File: src/inc/selftest_pkg.sv
// Constants, types and helpers shared by the serial video path self-test.
//
// Overview of operation
// RULE_01: Pass only with signal-present and lock high.
// RULE_02: Missing signal or lock marks channel checks N/A.
// RULE_03: Line-sync error fails; data path becomes N/A.
// RULE_04: Data path checked only without line-sync error.
// RULE_05: Route words to capture; report stuck bits.
// RULE_06: A/B mux, then second mux drives output.
// RULE_07: Channel B repeats channel A sequence identically.
// RULE_08: Eye path passes C data; needs channel A.
// RULE_09: Jitter path passes C data; needs channel A.
// RULE_10: Moving bit needs both zero and one seen.
// RULE_11: One held outcome per check until restart.
package selftest_pkg;

   // -------------------------------------------------------------------
   // Widths and enumerations.
   // -------------------------------------------------------------------
   localparam int DW = 10;                  // Deserialized word width.
   localparam int NCHK = 8;                 // Outcome slots.
   localparam int NPATH = 4;                // Data paths: A, B, eye, jitter.

   // Outcome of one check; NONE only while a run has not reached it.
   typedef enum logic [1:0] {OUT_NONE, OUT_PASS, OUT_FAIL, OUT_NA} outcome_t;

   // Acquisition mode presented to the capture side.
   typedef enum logic [1:0] {ACQ_VIDEO, ACQ_EYE, ACQ_JITTER} acq_t;

   // -------------------------------------------------------------------
   // Register byte offsets.
   // -------------------------------------------------------------------
   localparam logic [7:0] OFS_CTRL     = 8'h00;
   localparam logic [7:0] OFS_STATUS   = 8'h04;
   localparam logic [7:0] OFS_RESULT   = 8'h08;
   localparam logic [7:0] OFS_STUCK0   = 8'h0C; // Four words, A/B/eye/jit.
   localparam logic [7:0] OFS_IRQ_STAT = 8'h1C;
   localparam logic [7:0] OFS_IRQ_MASK = 8'h20;
   localparam logic [7:0] OFS_RECLEN   = 8'h24;

   // -------------------------------------------------------------------
   // Field positions and reset values.
   // -------------------------------------------------------------------
   localparam int CTRL_START  = 0;          // Write one to start a run.
   localparam int CTRL_SEL_B  = 1;          // Normal routing: channel B.
   localparam int CTRL_MODE_L = 2;          // Normal acquisition mode, 2 bits.
   localparam int STAT_BUSY   = 0;
   localparam int STAT_DONE   = 1;
   localparam int IRQ_DONE    = 0;
   localparam int IRQ_FAIL    = 1;
   localparam int STUCK_HI_L  = 16;         // Stuck-high mask position.
   localparam logic [15:0] RECLEN_RST = 16'h0400;
   localparam logic [1:0]  RESP_OK    = 2'h0;
   localparam logic [1:0]  RESP_SLV   = 2'h2;

   // -------------------------------------------------------------------
   // Timing.
   // -------------------------------------------------------------------
   localparam int CLK_NS    = 5;
   localparam int SETTLE_NS = 20;           // Route settling before capture.
   localparam int SETTLE_CYC = (SETTLE_NS + CLK_NS - 1) / CLK_NS;

   // Result slot of each check within the outcome array.
   function automatic logic [2:0] lock_slot(input logic [1:0] ph);
      lock_slot = (ph == 2'h1) ? 3'h3 : 3'h0;
   endfunction : lock_slot

   function automatic logic [2:0] path_slot(input logic [1:0] ph);
      unique case (ph)
         2'h0:    path_slot = 3'h2;
         2'h1:    path_slot = 3'h5;
         2'h2:    path_slot = 3'h6;
         default: path_slot = 3'h7;
      endcase
   endfunction : path_slot

endpackage : selftest_pkg

File: src/inc/motion_if.sv
// Interface between the sequencer and the bit movement checker.
interface motion_if;
   import selftest_pkg::*;
   logic            start;    // One-cycle pulse, clears the record.
   logic            valid;    // Sample present this cycle.
   logic [DW-1:0]   data;     // Routed sample.
   logic [15:0]     len;      // Samples in one record.
   logic            done;     // One-cycle pulse at end of record.
   logic [DW-1:0]   seen0;    // A zero was observed on the bit.
   logic [DW-1:0]   seen1;    // A one was observed on the bit.
   modport chk (input start, valid, data, len, output done, seen0, seen1);
   modport ctl (output start, valid, data, len, input done, seen0, seen1);
endinterface : motion_if

File: src/core/bit_motion.sv
// Records which levels each data bit takes over one capture record.
module bit_motion
   import selftest_pkg::*;
(
   // Clock and reset.
   input  wire logic CLK,
   input  wire logic RSTN,
   // Sequencer side.
   motion_if.chk     mi
);

   logic [15:0] count;        // Samples taken so far.
   logic        active;       // Record in progress.
   logic [DW-1:0] next_seen0; // Accumulated zero observations.
   logic [DW-1:0] next_seen1; // Accumulated one observations.
   logic        last;         // This sample closes the record.

   // A start restarts the record with no levels seen.
   assign next_seen0 = mi.start ? '0 : (mi.seen0 | ~mi.data);
   assign next_seen1 = mi.start ? '0 : (mi.seen1 | mi.data);
   assign last = active && mi.valid && (count + 16'h0001 >= mi.len);

   // Accumulate both levels per bit; moving needs both.
   always_ff @(posedge CLK) begin
      if (!RSTN) begin
         count    <= '0;
         active   <= 1'b0;
         mi.done  <= 1'b0;
         mi.seen0 <= '0;
         mi.seen1 <= '0;
      end else begin
         mi.done <= last;
         if (mi.start) begin
            count    <= '0;
            active   <= 1'b1;
            mi.seen0 <= next_seen0;
            mi.seen1 <= next_seen1;
         end else if (active && mi.valid) begin
            count    <= count + 16'h0001;
            mi.seen0 <= next_seen0; // RULE_10
            mi.seen1 <= next_seen1; // RULE_10
            if (last) begin
               active <= 1'b0;
            end
         end
      end
   end

endmodule : bit_motion

File: src/flat_wrapper.sv
// flat-port wrapper written by rule: the top's interface ports become plain ports
module bit_motion_flat import selftest_pkg::*;
  (CLK, RSTN, mi_start, mi_valid, mi_data, mi_len, mi_done, mi_seen0, mi_seen1);
  motion_if mi_i ();
  input  wire logic CLK;
  input  wire logic RSTN;
  input wire logic [$bits(mi_i.start)-1:0] mi_start;
  input wire logic [$bits(mi_i.valid)-1:0] mi_valid;
  input wire logic [$bits(mi_i.data)-1:0] mi_data;
  input wire logic [$bits(mi_i.len)-1:0] mi_len;
  output wire logic [$bits(mi_i.done)-1:0] mi_done;
  output wire logic [$bits(mi_i.seen0)-1:0] mi_seen0;
  output wire logic [$bits(mi_i.seen1)-1:0] mi_seen1;
  assign mi_i.start = mi_start;
  assign mi_i.valid = mi_valid;
  assign mi_i.data = mi_data;
  assign mi_i.len = mi_len;
  assign mi_done = mi_i.done;
  assign mi_seen0 = mi_i.seen0;
  assign mi_seen1 = mi_i.seen1;
  bit_motion u_core (.CLK(CLK), .RSTN(RSTN), .mi(mi_i));
endmodule
File: config.mk
export PLATFORM = sky130hd
export DESIGN_NAME = bit_motion_flat
export DESIGN_NICKNAME = d
export VERILOG_FILES = /design/src/inc/selftest_pkg.sv /design/src/inc/motion_if.sv /design/src/core/bit_motion.sv /design/src/flat_wrapper.sv
export SDC_FILE = /design/constraint.sdc
export NUM_CORES = 1
export LEC_CHECK = 0
export ABC_CLOCK_PERIOD_IN_PS = 2800
export BUFFER_PORTS_ARGS = -buffer_cell sky130_fd_sc_hd__buf_2
export CORE_ASPECT_RATIO = 1.5
export CORE_MARGIN = 2
export CORE_UTILIZATION = 53
export DETAILED_ROUTE_END_ITERATION = 8
export PLACE_DENSITY_LB_ADDON = 0.3
export REMOVE_ABC_BUFFERS = 1
export SLEW_MARGIN = 15
export SYNTH_ARGS = -nofsm -noshare
export SYNTH_HDL_FRONTEND = slang
export SYNTH_SLANG_ARGS = --single-unit
File: constraint.sdc
create_clock -name CLK -period 2.8 [get_ports CLK]
set_input_delay 0.56 -clock CLK [delete_from_list [all_inputs] [get_ports CLK]]
set_output_delay 0.56 -clock CLK [all_outputs]
set_load 0.03 [all_outputs]
==> impl_metrics.py <==
metrics = {
    "global_routing": {
        "antenna_found_initial": 0,
        "grt_pass1_wl_mm": 7.54,
        "grt_start_max_net_pins": 23,
        "grt_use_total": 0.232,
        "grt-ovfl-total": 0,
        "grt_pass1_vias": 1847,
    },
    "hold_path": {
        "worstHoldStart": "u_core.mi.seen1[6]",
        "holdPathEnd": "u_core.mi.seen1[6]",
        "hold_class": "reg2reg",
        "whs_path_depth": 2,
    },
    "clocking": {
        "clk_latency_ns": 0.29,
        "numCtsBuffers": 5,
        "cts.sinks": 38,
        "cts-root-buf": "clkbuf_8",
        "h-tree-depth": 2,
        "cts.path.max_buffers": 2,
        "cts_tree": "yes",
        "cts.clk_slew.worst_paths_ns": 0.08,
        "post_cts_buffers": 0,
    },
    "logic_synthesis": {
        "synth-simple-area-share": 0.258,
        "muxShareOfSynthArea": 0.00489,
        "synth_xor_area_frac": 0.0898,
        "synthTopCellsByArea": "dfxtp_1 37%, ha_1 10%, nor2_1 9.9%",
        "yosysSeqAreaShare": 0.371,
        "yosys.area_share.adder": 0.104,
        "yosys.area.top_type": "dfxtp_1",
        "syn_inst": 256,
        "ys_seq_elements": 38,
        "synth_compound_area_frac": 0.117,
        "ys_warn_count": 0,
        "synth.distinct_cells": 37,
        "netlist_area_mm2": 0.00205,
        "synth_top_area_share": 0.371,
        "synth_top_family_by_area": "simple AND/OR/NAND/NOR gates",
        "syn_area_per_cell_um2": 8.00,
    },
    "setup_path": {
        "path_cells": "nand2_2, or4_4, nor3_4, xor2_1, ha_1, and4_4, o311ai_1, nor4_1, o311a_1",
        "reg2reg_slack_ns": 0.19,
        "cp-end-kind": "flop",
        "critPathTopFamily": "simple AND/OR/NAND/NOR gates",
        "critPathKind": "reg2reg",
        "critPathMaxStageDelay_ns": 0.53,
        "cp-start-kind": "flop",
        "cp_slowest_cell": "or4_4",
        "r2r-start": "u_core.count[3]",
        "required_ns": 3.04,
        "crit_buf_inv": 0,
        "r2r-end": "u_core.mi.done",
        "crit_path_max_fanout": 6,
        "arrival_ns": 2.85,
        "reg2reg_depth": 9,
    },
    "placement": {
        "gp_congestion": 0.878,
        "port_buffers": 50,
        "dp.cells": 345,
        "post-dp-hpwl_mm": 3.45,
    },
    "power": {
        "clkPwrFrac": 0.457,
        "switching_power_mw": 0.274,
        "internal_power_mw": 0.975,
        "combPwrFrac": 0.099,
        "power_frac_seq": 0.443,
        "power_density_mw_per_mm2": 487,
        "irDropWorstVdd_mv": 0.622,
        "swShare": 0.219,
        "cellLeakagePower_nw": 1.18,
    },
    "floorplan": {
        "initial_core_util": 0.556,
        "num_rows": 27,
        "coreArea_mm2": 0.00368,
        "die_height_um": 80.1,
        "dieArea_mm2": 0.00439,
        "die_w_um": 54.8,
        "pin_count": 51,
    },
    "timing": {
        "worst_pin_slew_ns": 0.793,
        "max_clock_freq_mhz": 383,
        "period_share": 0.932,
        "skew_ns": 0.0103,
        "relSlewSlack": 0.467,
        "setup_viol": 0,
        "hold_viol": 0,
        "fin_crit_ns": 2.61,
        "slew_viol_final": 0,
        "grt_setup_unrepaired": "false",
        "tns_ns": 0,
    },
    "finish": {
        "area_growth_pct": 25.3,
        "layout-drive-gt1-share": 0.284,
        "ff_latch_area_um2": 781,
        "finalNetCount": 356,
        "n_antenna_cell": 0,
        "multi_input_area_mm2": 0.00121,
        "fin_cells": 353,
        "fillers": 316,
    },
    "drt": {
        "drt_iter0_drc": 44,
        "vias": 1943,
        "wire_per_inst_um": 13.2,
        "antenna_left": 0,
        "vias_per_cell": 5.50,
        "drtPass1Iterations": 5,
        "route.detailed.drc": 0,
        "wirelength_mm": 4.65,
    },
    "flow_run": {
        "cap_violations": 0,
    },
    "outcome": {
        "status": "finished, final reports clean",
    },
}
[how the worst max path moves through the flow]
stage                               start              to  slack (ns)  depth (start not counted)
after floorplan           u_core.count[2]  u_core.mi.done        0.27                          9
after global placement    u_core.count[0]  u_core.mi.done        0.17                         10
after detailed placement  u_core.count[0]  u_core.mi.done        0.12                         10
after CTS                 u_core.count[0]  u_core.mi.done         0.1                         10
after global routing      u_core.count[4]  u_core.mi.done        0.02                          9
final                     u_core.count[3]  u_core.mi.done        0.19                          9
[stage by stage]
step	utilization	cell area, µm²	hold slack (ns)	power, mW	setup slack, ns
2_1_floorplan	-	2000	0.458	0.640	0.269
6_report	0.697	2570	0.462	1.25	0.190
4_1_cts	0.681	2510	0.468	1.27	0.0951
3_3_place_gp	0.642	2360	0.445	0.690	0.171
5_1_grt	0.697	2570	0.488	1.30	0.0153
3_5_place_dp	0.642	2360	0.450	0.692	0.123
[cells by family after synthesis]
logic type | after synthesis
and+or+nand+nor | 110
AOI/OAI and AO/OA | 40
DFF | 38
buffers and inverters | 29
xor gates and xnor gates | 21
adders and majority gates | 17
muxes | 1
[final cells by class]
| type | count | area share |
|---|---|---|
| Multi-Input combinational cell | 189 | 0.473 |
| Clock inverter | 2 | 0.0234 |
| Tap cell | 43 | 0.0210 |
| Sequential cell | 38 | 0.304 |
| Clock buffer | 6 | 0.0322 |
| Timing Repair Buffer | 58 | 0.121 |
| Inverter | 17 | 0.0249 |
[power by group through the flow]
stage | Combinational, mW | Clock, mW | Sequential [mW]
detailed placement | 0.123 | 0 | 0.570
finish | 0.124 | 0.572 | 0.554
CTS | 0.124 | 0.589 | 0.557
floorplan | 0.0537 | 0 | 0.586
global route | 0.140 | 0.603 | 0.555
global placement | 0.120 | 0 | 0.569
[per-layer routing]
layer,up-vias,GRT usage,share of wire,routed length (µm)
li1,973,-,-,-
met1,897,0.259,0.40,1860
met2,65,0.407,0.53,2450
met3,8,0.0335,0.054,252
met4,0,0.113,0.018,82
met5,-,0,0,0
[tightest hold or removal path, delay by kind of cell (launching register included)]
family          cells  cell delay [ns]
compound gates      1             0.04
flops               1             0.32
simple gates        1             0.06
[state kept, by name, summed over array words and instances, names as in the netlist]
| name | flops |
|---|---|
| u_core.mi.seen1 | 10 |
| u_core.count | 16 |
| u_core.mi.seen0 | 10 |
| u_core.active | 1 |
| u_core.mi.done | 1 |
[Yosys cell counts (all sizes together)]
cell	count
a2111oi	1
a21oi	23
a31oi	1
a41o	1
and2	2
and3	1
and4	3
buf	3
clkbuf	9
dfxtp	38
ha	17
inv	17
mux2i	1
nand2	16
nand2b	3
nand3	9
nand4	6
nor2	54
nor2b	2
nor3	4
nor4	2
o21a	1
o21ai	5
o2bb2ai	1
o311a	1
o311ai	1
o31ai	4
o32ai	1
or2	1
or3	3
or4	4
xnor2	13
xor2	8
[what timing repair did]
action                                  in CTS  in global routing
gates resized for setup                      0                 23
endpoints found under the setup margin       0                  2
hold buffers                                 0                  0
endpoints found under the hold margin        0                  0
[layout by cell type, fill, tap and decap left out, drive strengths merged, types with 2 or more instances in the layout]
| cell | n |
|---|---|
| dfxtp | 38 |
| nor4 | 2 |
| and4 | 3 |
| a21oi | 23 |
| xor2 | 8 |
| nor2b | 2 |
| or4 | 4 |
| or3 | 3 |
| clkbuf | 6 |
| inv | 17 |
| buf | 58 |
| nor2 | 54 |
| o21ai | 5 |
| nand4 | 6 |
| ha | 17 |
| nor3 | 4 |
| and2 | 2 |
| nand3 | 9 |
| nand2b | 3 |
| nand2 | 16 |
| bufinv | 2 |
| o31ai | 4 |
| xnor2 | 13 |
Power figures use the tool's default switching activity.
